$ cat config.mk
export PLATFORM = sky130hd
export DESIGN_NAME = bpwm_channel
export DESIGN_NICKNAME = d
export VERILOG_FILES = /design/src/rtl/bpwm_pkg.sv /design/src/rtl/bpwm_channel.sv /design/src/rtl/bpwm_prescaler.sv
export SDC_FILE = /design/constraint.sdc
export NUM_CORES = 1
export LEC_CHECK = 0
export ABC_CLOCK_PERIOD_IN_PS = 5800
export BUFFER_PORTS_ARGS = -buffer_cell sky130_fd_sc_hd__clkbuf_2
export CORE_MARGIN = 2
export CORE_UTILIZATION = 42
export CTS_CLUSTER_SIZE = 30
export DETAILED_ROUTE_END_ITERATION = 7
export PLACE_DENSITY_LB_ADDON = 0.12
export SKIP_LAST_GASP = 1
export SYNTH_ARGS = -nofsm -noshare
export SYNTH_HDL_FRONTEND = slang
export SYNTH_HIERARCHICAL = 1
export SYNTH_SLANG_ARGS = --single-unit
$ cat constraint.sdc
create_clock -name clk_i -period 5.8 [get_ports clk_i]
set_clock_uncertainty 0.05 [all_clocks]
set_input_delay 0.58 -clock clk_i [delete_from_list [all_inputs] [get_ports clk_i]]
set_output_delay 0.58 -clock clk_i [all_outputs]
set_load 0.02 [all_outputs]
$ cat src/rtl/bpwm_pkg.sv
// Package for the buffered PWM channel: register map, fields, modes
// Summary of operation
// - Freq-duty mode: own counter, A width, B period
// - Freq-duty counter runs 1 up to B, never zero
// - A match drives polarity, B match its inverse
// - B match reloads internal counter with one
// - Output changes on match falling edge
// - A zero: rising edge at one, masks B
// - Counter at one: one-clock load pulse, shadows copied
// - Update-disable bit blocks shadow to active copy
// - Old A during pulse; shadow 0/1 bypasses
// - Flag on B, or both when flag-select set
// - Output disable forces polarity; resumes on match
// - Force bits set level, no flag; B reloads counter with one
// - Coincident matches: B wins; A>=B gives 0%
// - Center: A versus bus, B versus internal counter
// - Mode bit picks leading or trailing dead time
// - Center: load both when bus reaches one
// - Center: update-disable blocks both loads
// - Center: every A match reloads counter with one
// - Leading: B match polarity, next A inverse
// - Modulus master counts up to A, down to one
package bpwm_pkg;

   localparam int CNT_W = 24;
   localparam int PRE_W = 8;

   typedef enum logic [1:0] {
      MODE_IDLE,
      MODE_FREQ_DUTY,
      MODE_CENTER,
      MODE_MODULUS
   } bpwm_mode_t;

   typedef struct packed {
      logic [7:0] presc;
      logic upd_dis;
      logic output_disable_enable_en;
      logic dt_lead;
      logic flag_sel;
      logic pol;
      bpwm_mode_t mode;
      logic en;
   } bpwm_ctrl_t;

   localparam logic [7:0] OFS_CTRL = 8'h00;
   localparam logic [7:0] OFS_SHADOW_A = 8'h04;
   localparam logic [7:0] OFS_SHADOW_B = 8'h08;
   localparam logic [7:0] OFS_ACTIVE_A = 8'h0c;
   localparam logic [7:0] OFS_ACTIVE_B = 8'h10;
   localparam logic [7:0] OFS_COUNT = 8'h14;
   localparam logic [7:0] OFS_STATUS = 8'h18;
   localparam logic [7:0] OFS_FORCE = 8'h1c;

   localparam int STAT_FLAG_BIT = 0;
   localparam int STAT_OUT_BIT = 1;
   localparam int FRC_A_BIT = 0;
   localparam int FRC_B_BIT = 1;

   localparam logic [15:0] CTRL_RST = 16'h0000;
   localparam logic [CNT_W-1:0] CMP_RST = 24'h000000;
   localparam logic [CNT_W-1:0] CNT_RST = 24'h000001;

endpackage : bpwm_pkg

$ cat src/rtl/bpwm_channel.sv
// Buffered PWM channel with Wishbone registers and counter bus
`timescale 1ns/1ps
module bpwm_channel #(
   parameter int CNT_W = bpwm_pkg::CNT_W,
   parameter int PRE_W = bpwm_pkg::PRE_W
) (
   input wire logic clk_i,
   input wire logic rst_i,
   input wire logic wb_cyc_i,
   input wire logic wb_stb_i,
   input wire logic wb_we_i,
   input wire logic [7:0] wb_adr_i,
   input wire logic [3:0] wb_sel_i,
   input wire logic [31:0] wb_dat_i,
   output logic [31:0] wb_dat_o,
   output logic wb_ack_o,
   input wire logic output_disable_enable_i,
   input wire logic [CNT_W-1:0] cnt_bus_i,
   output logic [CNT_W-1:0] cnt_bus_o,
   output logic pwm_o,
   output logic flag_o
);

   localparam logic [CNT_W-1:0] ONE = CNT_W'(1);
   localparam logic [CNT_W-1:0] MAXV = '1;

   function automatic logic [31:0] merge(input logic [31:0] old,
                                        input logic [31:0] dat,
                                        input logic [3:0] sel);
      logic [31:0] m;
      m = {{8{sel[3]}}, {8{sel[2]}}, {8{sel[1]}}, {8{sel[0]}}};
      return (old & ~m) | (dat & m);
   endfunction : merge

   bpwm_pkg::bpwm_ctrl_t ctrl_q;
   logic [CNT_W-1:0] sh_a_q;
   logic [CNT_W-1:0] sh_b_q;
   logic [CNT_W-1:0] act_a_q;
   logic [CNT_W-1:0] act_b_q;
   logic [CNT_W-1:0] cnt_q;
   logic dir_down_q;
   logic phase_q;
   logic ma_q;
   logic mb_q;
   logic one_q;
   logic out_q;
   logic flag_q;
   logic output_disable_enable_s1_q;
   logic output_disable_enable_s2_q;
   logic ack_q;
   logic [31:0] dat_q;

   logic req;
   logic wr_en;
   logic [31:0] wr_ctrl;
   logic [31:0] wr_sh_a;
   logic [31:0] wr_sh_b;
   logic frc_a;
   logic frc_b;
   logic flag_clr;
   logic tick;
   logic is_fwm;
   logic is_cen;
   logic is_mcb;
   logic [CNT_W-1:0] tb;
   logic ld;
   logic upd;
   logic [CNT_W-1:0] a_eff;
   logic a_zero;
   logic [CNT_W-1:0] a_cmp;
   logic ma;
   logic mb;
   logic ev_a;
   logic ev_b;
   logic output_disable_enable_act;
   logic flag_set;

   // Wishbone slave: ack one cycle after the request, write at ack edge
   assign req = wb_cyc_i & wb_stb_i;
   assign wr_en = req & wb_we_i & ack_q;
   assign wr_ctrl = merge({16'h0000, ctrl_q}, wb_dat_i, wb_sel_i);
   assign wr_sh_a = merge({8'h00, sh_a_q}, wb_dat_i, wb_sel_i);
   assign wr_sh_b = merge({8'h00, sh_b_q}, wb_dat_i, wb_sel_i);
   assign frc_a = wr_en && wb_adr_i == bpwm_pkg::OFS_FORCE && wb_sel_i[0]
                  && wb_dat_i[bpwm_pkg::FRC_A_BIT];
   assign frc_b = wr_en && wb_adr_i == bpwm_pkg::OFS_FORCE && wb_sel_i[0]
                  && wb_dat_i[bpwm_pkg::FRC_B_BIT];
   assign flag_clr = wr_en && wb_adr_i == bpwm_pkg::OFS_STATUS
                     && wb_sel_i[0] && wb_dat_i[bpwm_pkg::STAT_FLAG_BIT];

   always_ff @(posedge clk_i) begin
      if (rst_i) begin
         ack_q <= 1'b0;
      end else begin
         ack_q <= req & ~ack_q;
      end
   end

   always_ff @(posedge clk_i) begin
      if (rst_i) begin
         dat_q <= 32'h00000000;
      end else if (req && !ack_q) begin
         unique case (wb_adr_i)
            bpwm_pkg::OFS_CTRL: dat_q <= {16'h0000, ctrl_q};
            bpwm_pkg::OFS_SHADOW_A: dat_q <= 32'(sh_a_q);
            bpwm_pkg::OFS_SHADOW_B: dat_q <= 32'(sh_b_q);
            bpwm_pkg::OFS_ACTIVE_A: dat_q <= 32'(act_a_q);
            bpwm_pkg::OFS_ACTIVE_B: dat_q <= 32'(act_b_q);
            bpwm_pkg::OFS_COUNT: dat_q <= 32'(cnt_q);
            bpwm_pkg::OFS_STATUS: dat_q <= {30'h00000000, out_q, flag_q};
            default: dat_q <= 32'h00000000;
         endcase
      end
   end

   always_ff @(posedge clk_i) begin
      if (rst_i) begin
         ctrl_q <= bpwm_pkg::bpwm_ctrl_t'(bpwm_pkg::CTRL_RST);
         sh_a_q <= bpwm_pkg::CMP_RST;
         sh_b_q <= bpwm_pkg::CMP_RST;
      end else if (wr_en) begin
         if (wb_adr_i == bpwm_pkg::OFS_CTRL) begin
            ctrl_q <= bpwm_pkg::bpwm_ctrl_t'(wr_ctrl[15:0]);
         end
         if (wb_adr_i == bpwm_pkg::OFS_SHADOW_A) begin
            sh_a_q <= wr_sh_a[CNT_W-1:0];
         end
         if (wb_adr_i == bpwm_pkg::OFS_SHADOW_B) begin
            sh_b_q <= wr_sh_b[CNT_W-1:0];
         end
      end
   end

   // Output disable is an asynchronous pin
   always_ff @(posedge clk_i) begin
      if (rst_i) begin
         output_disable_enable_s1_q <= 1'b0;
         output_disable_enable_s2_q <= 1'b0;
      end else begin
         output_disable_enable_s1_q <= output_disable_enable_i;
         output_disable_enable_s2_q <= output_disable_enable_s1_q;
      end
   end

   // Counter advances only on prescaler ticks
   bpwm_prescaler #(
      .PRE_W(PRE_W)
   ) u_presc (
      .clk_i(clk_i),
      .rst_i(rst_i),
      .clear_i(~ctrl_q.en),
      .ratio_i(PRE_W'(ctrl_q.presc)),
      .tick_o(tick)
   );

   assign is_fwm = ctrl_q.en && ctrl_q.mode == bpwm_pkg::MODE_FREQ_DUTY;
   assign is_cen = ctrl_q.en && ctrl_q.mode == bpwm_pkg::MODE_CENTER;
   assign is_mcb = ctrl_q.en && ctrl_q.mode == bpwm_pkg::MODE_MODULUS;
   assign output_disable_enable_act = output_disable_enable_s2_q & ctrl_q.output_disable_enable_en;

   // Cycle boundary: first clock with the time base at one
   assign tb = is_cen ? cnt_bus_i : cnt_q;
   assign ld = ctrl_q.en && tb == ONE && !one_q;
   assign upd = ld & ~ctrl_q.upd_dis;

   always_ff @(posedge clk_i) begin
      if (rst_i) begin
         one_q <= 1'b0;
      end else begin
         // Gated by enable so the first enabled clock at one still loads
         one_q <= ctrl_q.en && tb == ONE;
      end
   end

   // Active registers change one clock after the pulse starts
   always_ff @(posedge clk_i) begin
      if (rst_i) begin
         act_a_q <= bpwm_pkg::CMP_RST;
         act_b_q <= bpwm_pkg::CMP_RST;
      end else if (upd) begin
         act_a_q <= sh_a_q;
         if (!is_mcb) begin
            act_b_q <= sh_b_q;
         end
      end
   end

   // During the pulse a shadow of 0 or 1 is compared directly
   assign a_eff = (upd && sh_a_q <= ONE) ? sh_a_q : act_a_q;
   assign a_zero = is_fwm && a_eff == '0;
   // Counter never reaches zero, so zero is matched at one
   assign a_cmp = a_zero ? ONE : a_eff;

   // A on the bus in center mode, else the own counter
   assign ma = is_cen ? (cnt_bus_i == a_cmp) : (cnt_q == a_cmp);
   assign mb = (is_fwm || is_cen) && cnt_q == act_b_q;

   always_ff @(posedge clk_i) begin
      if (rst_i) begin
         ma_q <= 1'b0;
         mb_q <= 1'b0;
      end else begin
         ma_q <= ma;
         mb_q <= mb;
      end
   end

   // Events on match negation, except A zero uses its rise
   assign ev_a = a_zero ? (ma & ~ma_q) : (ma_q & ~ma);
   assign ev_b = mb_q & ~mb;

   // Internal counter
   always_ff @(posedge clk_i) begin
      if (rst_i) begin
         cnt_q <= bpwm_pkg::CNT_RST;
         dir_down_q <= 1'b0;
      end else if (is_fwm) begin
         dir_down_q <= 1'b0;
         if (frc_b) begin
            cnt_q <= ONE;
         end else if (tick) begin
            if (cnt_q >= act_b_q) begin
               cnt_q <= ONE;
            end else begin
               cnt_q <= cnt_q + 1'b1;
            end
         end
      end else if (is_cen) begin
         dir_down_q <= 1'b0;
         if (ev_a) begin
            cnt_q <= ONE;
         end else if (tick && cnt_q != MAXV) begin
            // Saturates so a long gap cannot wrap into a false B match
            cnt_q <= cnt_q + 1'b1;
         end
      end else if (is_mcb) begin
         if (tick) begin
            if (!dir_down_q && cnt_q >= act_a_q) begin
               dir_down_q <= 1'b1;
               cnt_q <= (cnt_q > ONE) ? cnt_q - 1'b1 : ONE;
            end else if (dir_down_q && cnt_q <= ONE) begin
               dir_down_q <= 1'b0;
               cnt_q <= (act_a_q > ONE) ? cnt_q + 1'b1 : ONE;
            end else if (dir_down_q) begin
               cnt_q <= cnt_q - 1'b1;
            end else begin
               cnt_q <= cnt_q + 1'b1;
            end
         end
      end else begin
         cnt_q <= bpwm_pkg::CNT_RST;
         dir_down_q <= 1'b0;
      end
   end

   // A matches alternate; phase is high between first and second match
   always_ff @(posedge clk_i) begin
      if (rst_i) begin
         phase_q <= 1'b0;
      end else if (!is_cen) begin
         phase_q <= 1'b0;
      end else if (ev_a) begin
         phase_q <= ~phase_q;
      end
   end

   // Output register
   always_ff @(posedge clk_i) begin
      if (rst_i) begin
         out_q <= 1'b0;
      end else if (is_fwm) begin
         if (output_disable_enable_act) begin
            out_q <= ctrl_q.pol;
         end else if (frc_b) begin
            out_q <= ~ctrl_q.pol;
         end else if (frc_a) begin
            out_q <= ctrl_q.pol;
         end else if (ev_a && a_zero) begin
            out_q <= ctrl_q.pol;
         end else if (ev_b) begin
            out_q <= ~ctrl_q.pol;
         end else if (ev_a) begin
            out_q <= ctrl_q.pol;
         end
      end else if (is_cen) begin
         if (output_disable_enable_act) begin
            // Center mode falls back to the inactive level
            out_q <= ~ctrl_q.pol;
         end else if (frc_b) begin
            out_q <= ~ctrl_q.pol;
         end else if (frc_a) begin
            out_q <= ctrl_q.pol;
         end else if (ctrl_q.dt_lead) begin
            // Only the first A match of a pair arms B
            if (ev_a && phase_q) begin
               out_q <= ~ctrl_q.pol;
            end else if (ev_b && phase_q) begin
               out_q <= ctrl_q.pol;
            end
         end else begin
            // Second A arms B; a late B after the next first A is masked
            if (ev_a && !phase_q) begin
               out_q <= ctrl_q.pol;
            end else if (ev_b && !phase_q) begin
               out_q <= ~ctrl_q.pol;
            end
         end
      end
   end

   // Flag sources per mode; forces never set it
   always_comb begin
      flag_set = 1'b0;
      if (is_fwm) begin
         flag_set = ev_b | (ctrl_q.flag_sel & ev_a);
      end else if (is_cen && ctrl_q.dt_lead) begin
         flag_set = phase_q & (ev_a | (ctrl_q.flag_sel & ev_b));
      end else if (is_cen) begin
         flag_set = ~phase_q & (ev_b | (ctrl_q.flag_sel & ev_a));
      end else if (is_mcb) begin
         flag_set = ev_a | (ctrl_q.flag_sel & ld);
      end
   end

   // A set in the same cycle as the clear wins
   always_ff @(posedge clk_i) begin
      if (rst_i) begin
         flag_q <= 1'b0;
      end else if (flag_set) begin
         flag_q <= 1'b1;
      end else if (flag_clr) begin
         flag_q <= 1'b0;
      end
   end

   assign wb_ack_o = ack_q;
   assign wb_dat_o = dat_q;
   assign pwm_o = out_q;
   assign flag_o = flag_q;
   assign cnt_bus_o = cnt_q;

endmodule : bpwm_channel

$ cat src/rtl/bpwm_prescaler.sv
// Prescaler that turns the system clock into a one-cycle count enable
`timescale 1ns/1ps
module bpwm_prescaler #(
   parameter int PRE_W = bpwm_pkg::PRE_W
) (
   input wire logic clk_i,
   input wire logic rst_i,
   input wire logic clear_i,
   input wire logic [PRE_W-1:0] ratio_i,
   output logic tick_o
);

   logic [PRE_W-1:0] cnt_q;

   // Ratio value r divides by r+1; clear keeps it in phase with enable
   assign tick_o = (cnt_q >= ratio_i);

   always_ff @(posedge clk_i) begin
      if (rst_i || clear_i || tick_o) begin
         cnt_q <= '0;
      end else begin
         cnt_q <= cnt_q + 1'b1;
      end
   end

endmodule : bpwm_prescaler

==> results of run 1 <==
==> power breakdown <==
group | total, mW | internal, mW | switching, mW
Combinational | 0.0865 | 0.0235 | 0.0630
Sequential | 1.22 | 1.22 | 0.000567
Clock | 1.21 | 0.628 | 0.585
Total | 2.52 | 1.87 | 0.649
==> worst max-delay path, cell delays in order (launching register included) <==
cell and delay, ns:
dfxtp_1 0.60, and3b_1 0.62, buf_12 0.27, nor3_1 0.07, o211a_1 0.23, a211oi_1 0.42, a2111oi_2 0.10, a21boi_1 0.49
o211ai_4 0.21, a22oi_2 0.52, buf_4 0.33, o22ai_1 0.10, a222oi_1 0.27, a311oi_1 0.15
==> layer usage <==
metal | track usage | vias up | routed length, microns
met5 | 0 | - | 0
met4 | 0.0847 | 0 | 993
met3 | 0.0526 | 67 | 3440
met2 | 0.502 | 527 | 20700
met1 | 0.444 | 5638 | 20300
li1 | - | 5473 | -
==> logic make-up (layout without fill, tap and decap cells) <==
logic type                 count (synthesis)  count (layout)  synth area share
xor gates and xnor gates                  25              25            0.0191
other                                      1               8          0.000328
DFF                                      178             178             0.311
muxes                                     92              92            0.0827
adders and majority gates                 60              60            0.0656
buffers and inverters                    176             256            0.0650
AOI/OAI and AO/OA                        384             384             0.228
and+or+nand+nor                          552             552             0.228
==> stage by stage <==
step	power [mW]	hold slack, ns	setup slack, ns
final	2.52	0.286	1.19
after CTS	2.54	0.278	1.32
after detailed placement	1.34	0.381	1.33
after global placement	1.34	0.379	1.40
after floorplan	1.29	0.364	2.31
after global routing	2.59	0.306	1.08
==> layout by cell type, fill, tap and decap left out, drive strengths merged, types with 6 or more instances in the layout <==
| master | instances |
|---|---|
| o221ai | 6 |
| o31ai | 6 |
| or2 | 7 |
| a221oi | 12 |
| buf | 35 |
| inv | 81 |
| nor4 | 29 |
| o21a | 10 |
| xnor2 | 12 |
| mux2i | 81 |
| xor2 | 13 |
| nand2b | 11 |
| or4 | 10 |
| o21ai | 41 |
| mux2 | 10 |
| a31oi | 29 |
| nand4 | 15 |
| o32ai | 6 |
| clkinv | 6 |
| a211oi | 14 |
| nor2b | 12 |
| nor2 | 187 |
| nand3b | 8 |
| ha | 60 |
| a21o | 10 |
| o22ai | 15 |
| dfxtp | 178 |
| or3 | 15 |
| clkbuf | 132 |
| nand3 | 31 |
| nand2 | 152 |
| and2 | 8 |
| a22oi | 69 |
| and3 | 21 |
| o211ai | 11 |
| a21oi | 115 |
| conb | 8 |
| nor3 | 31 |
==> area by class of cell <==
type	count	area share
well taps	341	0.0330
clock inverters	14	0.0131
repair buffers	149	0.0658
multi-input cells	1121	0.556
inverters	75	0.0218
clock buffers	18	0.0340
flip-flops and latches	178	0.276
==> worst paths after layout <==
check / from / end / slack, ns
setup / recovery: flip-flop / cnt_bus_o[3] / 1.19
hold / removal: output_disable_enable_i / output_disable_enable_s1_q / 0.29
setup reg to reg: flip-flop / cnt_bus_o[3] / 1.19
hold reg to reg: output_disable_enable_s1_q / output_disable_enable_s2_q / 0.40
==> flow_summary.ini, run 1 <==
[route]
routed_wl_mm = 45.5
via_per_inst = 6.17
drtPass1Iterations = 8
wire_per_inst_microns = 24.0
vias = 11705
drtIter0Drc = 1182
route.detailed.drc = 0
antenna_left = 0

[yosys]
syn_avg_cell_area_sq_um = 7.80
yosysWarnings = 6
synth_cells = 1468
synth_edf_count = 0
synth.most_common_cell = nor2_1
yosysTopAreaCell = dfxtp_1
synth.area.top_cells = dfxtp_1 31%, mux2i_1 7.1%, ha_1 6.6%
ys_ff_latch = 178
synth_cell_types = 87
syn-cell-area_sq_um = 11400
synth_top_area_share = 0.311
seq_area_frac_synth = 0.311
async_flop_share = 0
synth-main-ff-cell = dfxtp_1
synthTopCellsByCount = 187 x nor2_1, 178 x dfxtp_1, 152 x nand2_1

[clocking]
htreeDepth = 4
clk_pin_slew_worst_paths_ns = 0.08
clk_latency_ns = 0.45
cts-root-buf = clkbuf_16
clock_path_buffers = 2
hold_buffers = 0
cts_resized = 0
cts_buffers = 17
clkSinkCount = 178
cts_setup_buffers = 0
cts_tree = done

[global_route]
grt_pass1_wl_mm = 68.4
grt_pass1_vias = 10813
grt-ovfl-total = 0
track_usage = 0.316
antenna_found_initial = 0
grt_max_degree = 105

[cells_and_area]
diodes = 0
fillers = 2681
final_cells = 1896
syn_to_final_growth_pct = 12.8
drive_above_1_share = 0.140
final_core_util = 0.480
finalNetCount = 1676
final_area_sq_um = 12900
final-seq-area_sq_um = 3560
multi_input_area_sq_um = 7180

[sta]
slew_violations = 0
max_slew_margin = 0.181
rsz0062_at_grt = no
hold_viol_final = 0
setup_viol = 0
clock.fmax_mhz = 217
fin_crit_sh = 0.794
setup_tns_ns = 0
worst_slew_pin_slew_ns = 1.22
post-route-min-period_ns = 4.61

[min_path]
whs_path_depth = 2
hold_class = in -> reg

[critical_path]
worst_ep_arrival_time_ns = 4.85
crit_type = reg -> reg
reg2reg_depth = 13
path_max_fanout = 24
required_ns = 6.04
critPathLaunchType = flip-flop
endpoint_kind = flip-flop

[place]
place_area_sq_um = 12300
placed_cells = 1864
numPortBuffers = 115
place.gp.congestion = 0.991
dp_hpwl_mm = 33.1

[die]
die-area_sq_um = 28600
die_x_microns = 169
fp.coreArea_sq_um = 26900
pin_count = 133
fp.dieH_microns = 169
start_util = 0.426
rows = 60

[flow_run]
drv_cap = 0

[pwr]
p_leak_nw = 4.72
powerDensity_nw_per_um2 = 195
irDropWorstVdd_mv = 0.168

[run_status]
status = finished clean
(Power assumes the default switching activity.)
==> inputs of run 2 (changes only) <==
- ABC_CLOCK_PERIOD_IN_PS: 5800 -> 4800
- clock period: 5.8 -> 4.8 ns (I/O delays scaled with it)
==> run 2 against run 1 <==
Effect of this change:
- power grew 20%
- register-to-register slack got worse by 0.62 ns
- fmax up 9.1%
- count of clock-buffer cells in the layout unchanged
- cell area rose by 1.1%
- via count increased by 0.42%
- first-iteration DRC count rose by 15%
- largest cell class unchanged
- sequential power rose by 21%
- worst hold slack worse by 0.083 ns
- utilization rose by 0.53 points
- cell count rose by 1.2%
- clock power up 20%
==> flow_summary.ini, run 2 (synthesized netlist as in run 1, its figures left out) <==
[run_status]
status = finished clean

[sta]
fin_crit_sh = 0.880
setup_tns_ns = 0
rsz0062_at_grt = no
max_slew_margin = 0.156
clock.fmax_mhz = 237
post-route-min-period_ns = 4.22
worst_slew_pin_slew_ns = 1.26
slew_violations = 0
hold_viol_final = 0
setup_viol = 0

[clocking]
cts_buffers = 17
cts_setup_buffers = 0
cts_resized = 0
clock_path_buffers = 2
hold_buffers = 0
cts-root-buf = clkbuf_16
htreeDepth = 4
cts_tree = done
clkSinkCount = 178
clk_latency_ns = 0.44
clk_pin_slew_worst_paths_ns = 0.08

[global_route]
grt-ovfl-total = 0
grt_pass1_wl_mm = 67.3
track_usage = 0.313
grt_max_degree = 111
antenna_found_initial = 1
grt_pass1_vias = 10740

[route]
antenna_left = 0
drtPass1Iterations = 8
vias = 11754
routed_wl_mm = 45.2
route.detailed.drc = 0
wire_per_inst_microns = 23.6
drtIter0Drc = 1356
via_per_inst = 6.13

[pwr]
irDropWorstVdd_mv = 0.219
powerDensity_nw_per_um2 = 232
p_leak_nw = 4.83

[cells_and_area]
final_cell_mix = 187 x nor2_1, 178 x dfxtp_1, 152 x nand2_1, 115 x a21oi_1, 114 x clkbuf_2
fillers = 2782
final-seq-area_sq_um = 3560
multi_input_area_sq_um = 7180
diodes = 0
syn_to_final_growth_pct = 14.1
final_cells = 1918
finalNetCount = 1699
layout_commonest_cell = nor2_1
final_core_util = 0.486
drive_above_1_share = 0.151

[critical_path]
endpoint_kind = flip-flop
worst_ep_arrival_time_ns = 4.54
path_max_fanout = 26
crit_type = reg -> reg
critPathLaunchType = flip-flop
required_ns = 5.12

[die]
rows = 60
start_util = 0.426
fp.coreArea_sq_um = 26900
die_x_microns = 169
pin_count = 133
fp.dieH_microns = 169
die-area_sq_um = 28600

[place]
numPortBuffers = 115
placed_cells = 1887
place.gp.congestion = 1.00
dp_hpwl_mm = 33.6

[min_path]
hold_class = in -> reg

[flow_run]
drv_cap = 0
run 2: cell types whose count changed in the layout (fill, tap and decap cells not counted):
cell       change
bufinv_16      +1
clkinv_8       -3
clkbuf_8       -1
clkinv_4       -1
buf_4         +23
clkinv_2       +2
nor2_2         -1
nor2_1         +1
clkbuf_1       +1
run 2: layout make-up:
class,instances,share of cell area
clock buffer,18,0.0329
clock inverter,13,0.0116
inverter,75,0.0216
multi-input combinational,1121,0.550
sequential,178,0.273
tap,341,0.0327
timing repair buffer,172,0.0783
run 2: final timing paths:
kind / start / endpoint / slack (ns) / cells after the start
min reg2reg: output_disable_enable_s1_q / output_disable_enable_s2_q / 0.41 / 1
min: output_disable_enable_i / output_disable_enable_s1_q / 0.20 / 2
max: flip-flop / cnt_bus_o[14] / 0.58 / 13
max reg2reg: flip-flop / cnt_bus_o[14] / 0.58 / 13
run 2: metal layers:
metal | routed length, microns | global-route usage | share of wire | vias to the layer above
met5 | 13 | 0 | 0.00029 | -
met1 | 20000 | 0.432 | 0.44 | 5667
li1 | - | - | - | 5499
met4 | 1170 | 0.0962 | 0.026 | 2
met3 | 3590 | 0.0594 | 0.079 | 72
met2 | 20400 | 0.495 | 0.45 | 514
run 2: where the power goes:
| part | switching, mW | internal (mW) | total, mW |
|---|---|---|---|
| clock | 0.672 | 0.779 | 1.45 |
| combinational | 0.0769 | 0.0301 | 0.107 |
| sequential | 0.000504 | 1.48 | 1.48 |
run 2: metrics by stage:
step	instance area (sq um)	hold WS [ns]	worst slack, ns	total power [mW]
after floorplan	11500	0.364	1.31	1.56
after global placement	12500	0.376	0.698	1.62
after detailed placement	12500	0.397	0.686	1.62
after CTS	13100	0.194	0.664	3.06
after global routing	13100	0.208	0.419	3.11
final	13100	0.203	0.577	3.03
run 2: critical path, stage by stage (launching register included):
cell      delay (ns)
dfxtp_1         0.55
and3b_1         0.55
buf_12          0.26
mux2i_1         0.12
a22oi_1         0.29
o211ai_1        0.14
nor4_1          0.40
a21boi_1        0.26
o211ai_4        0.35
a22oi_2         0.17
buf_4           0.20
and2_4          0.17
or4_1           0.46
a31oi_1         0.16
==> inputs of run 3 (changes only) <==
- ABC_AREA: not set -> 1
==> run 3 against run 2 <==
Effect of this change:
- clock power barely moved
- critical endpoint is now cnt_bus_o[2]
- first-iteration DRC count is 9.4% higher
- power down 0.20%
- sequential power about the same
- synthesized cell count increased by 23%
- count of clock-buffer cells in the layout did not move
- worst setup slack worse by 0.22 ns
- combinational power rose by 4%
- global-route usage fell by 1.8 points
- cell area increased by 3.6%
- area after synthesis rose by 4.3%
==> flow_summary.ini, run 3 <==
[run_status]
status = finished clean

[sta]
setup_tns_ns = 0
clock.fmax_mhz = 225
hold_viol_final = 0
max_slew_margin = 0.266
worst_slew_pin_slew_ns = 1.10
fin_crit_sh = 0.926
rsz0062_at_grt = no
fin_ws_ns = 0.355
post-route-min-period_ns = 4.44
slew_violations = 0
setup_viol = 0

[clocking]
clock_path_buffers = 2
hold_buffers = 0
htreeDepth = 4
cts-root-buf = clkbuf_16
cts_tree = done
clkSinkCount = 178
clk_latency_ns = 0.46
clk_pin_slew_worst_paths_ns = 0.07
cts_buffers = 17

[critical_path]
required_ns = 5.11
endpoint_kind = flip-flop
crit_type = reg -> reg
reg2reg_depth = 27
path_max_fanout = 32
rr_endpoint = cnt_bus_o[2]
r2r_setup_slack_ns = 0.36
slowest_stage = dfxtp_1
worst_ep_arrival_time_ns = 4.75
slowest_delay_ns = 0.41
critPathLaunchType = flip-flop

[pwr]
powerDensity_nw_per_um2 = 224
irDropWorstVdd_mv = 0.180
p_leak_nw = 5.68
finalPower_mw = 3.03

[cells_and_area]
drive_above_1_share = 0.119
finalNetCount = 2029
syn_to_final_growth_pct = 13.3
diodes = 0
layout_commonest_cell = nand2_1
final_cell_mix = 306 x nand2_1, 253 x inv_1, 186 x nor2_1, 177 x dfxtp_1, 159 x a21oi_1

[die]
rows = 61
fp.dieH_microns = 173
die_x_microns = 173
start_util = 0.428
die-area_sq_um = 29800
fp.coreArea_sq_um = 27900
pin_count = 133

[route]
via_per_inst = 5.63
vias = 12860
routed_wl_mm = 45.0
drtIter0Drc = 1483
wire_per_inst_microns = 19.7
drtPass1Iterations = 5
antenna_left = 0
route.detailed.drc = 0

[yosys]
synth_edf_count = 0
synth_cells = 1807
yosysWarnings = 6
async_flop_share = 0
synth.area.top_cells = dfxtp_1 30%, nand2_1 9.6%, inv_1 8.0%
yosysTopAreaCell = dfxtp_1
seq_area_frac_synth = 0.299
synth_top_area_share = 0.299
synth-main-ff-cell = dfxtp_1
synth_cell_types = 52
syn-cell-area_sq_um = 11900
synthTopCellsByCount = 306 x nand2_1, 254 x inv_1, 187 x nor2_1
synth.most_common_cell = nand2_1
ys_ff_latch = 178
syn_avg_cell_area_sq_um = 6.60

[global_route]
grt_pass1_wl_mm = 68.5
grt_pass1_vias = 11630
track_usage = 0.294
grt-ovfl-total = 0
antenna_found_initial = 0
grt_max_degree = 66

[min_path]
whs_path_depth = 3
holdPathEnd = output_disable_enable_s1_q
hold_class = in -> reg
min_from = output_disable_enable_i

[place]
numPortBuffers = 115
dp_hpwl_mm = 34.0
place.gp.congestion = 0.988
dp_worst_setup_slack_ns = 0.275

[flow_run]
drv_cap = 0
run 3: kinds of logic after synthesis:
| kind of cell | count (synthesis) | share of synthesized area |
|---|---|---|
| AO/OA/AOI/OAI | 492 | 0.237 |
| XOR/XNOR | 48 | 0.0352 |
| adder cells (fa/ha/maj) | 60 | 0.0629 |
| buffers and inverters | 362 | 0.124 |
| flip-flops | 178 | 0.299 |
| other | 1 | 0.000314 |
| AND/OR/NAND/NOR | 666 | 0.242 |
run 3: how the worst max path moves through the flow:
stage / startpoint / end / cells after the start
2_1_floorplan: cnt_bus_o[0] / cnt_bus_o[21] / 24
3_3_place_gp: flip-flop / cnt_bus_o[10] / 29
3_5_place_dp: flip-flop / cnt_bus_o[13] / 29
4_1_cts: flip-flop / cnt_bus_o[12] / 29
5_1_grt: flip-flop / cnt_bus_o[14] / 27
6_report: flip-flop / cnt_bus_o[2] / 27
run 3: power by group:
part           internal, mW  switching [mW]  total (mW)  leakage (nW)
clock network         0.705           0.736        1.44         0.284
registers              1.48        0.000481        1.48          1.43
logic                0.0337          0.0774       0.111          3.96
run 3: worst max-delay path: cells and delay by family (launching register included):
| kind | cells | cell delay, ns |
|---|---|---|
| AOI/OAI and AO/OA | 2 | 0.24 |
| buffers and inverters | 5 | 1.08 |
| and+or+nand+nor | 20 | 2.57 |
| DFF | 1 | 0.41 |
run 3: metrics by stage:
| step | utilization | instances | hold slack (ns) | area (sq um) |
|---|---|---|---|---|
| finish | 0.485 | 2286 | 0.178 | 13500 |
| global route | 0.485 | 2286 | 0.186 | 13500 |
| CTS | 0.483 | 2281 | 0.164 | 13500 |
| detailed placement | 0.462 | 2249 | 0.348 | 12900 |
| global placement | 0.462 | 2249 | 0.339 | 12900 |
| floorplan | - | 1814 | 0.338 | 12000 |
run 3: what timing repair did:
action	CTS	global route
setup endpoints to repair	0	25
buffers inserted	0	4
resized for setup	0	4
run 3: metal layers:
metal	vias up	routed length [microns]	part of all wire	GRT usage
met5	-	0	0	0
met4	0	1340	0.030	0.0997
met3	74	3820	0.085	0.0508
met2	557	19100	0.42	0.443
met1	5988	20800	0.46	0.424
li1	6241	-	-	-
run 3: cell type report:
cell class,count,area (sq um)
fillers,2930,14300
multi-input cells,1275,6950
flip-flops and latches,178,3560
inverters,261,985
repair buffers,162,953
well taps,378,473
clock buffers,18,429
clock inverters,14,166
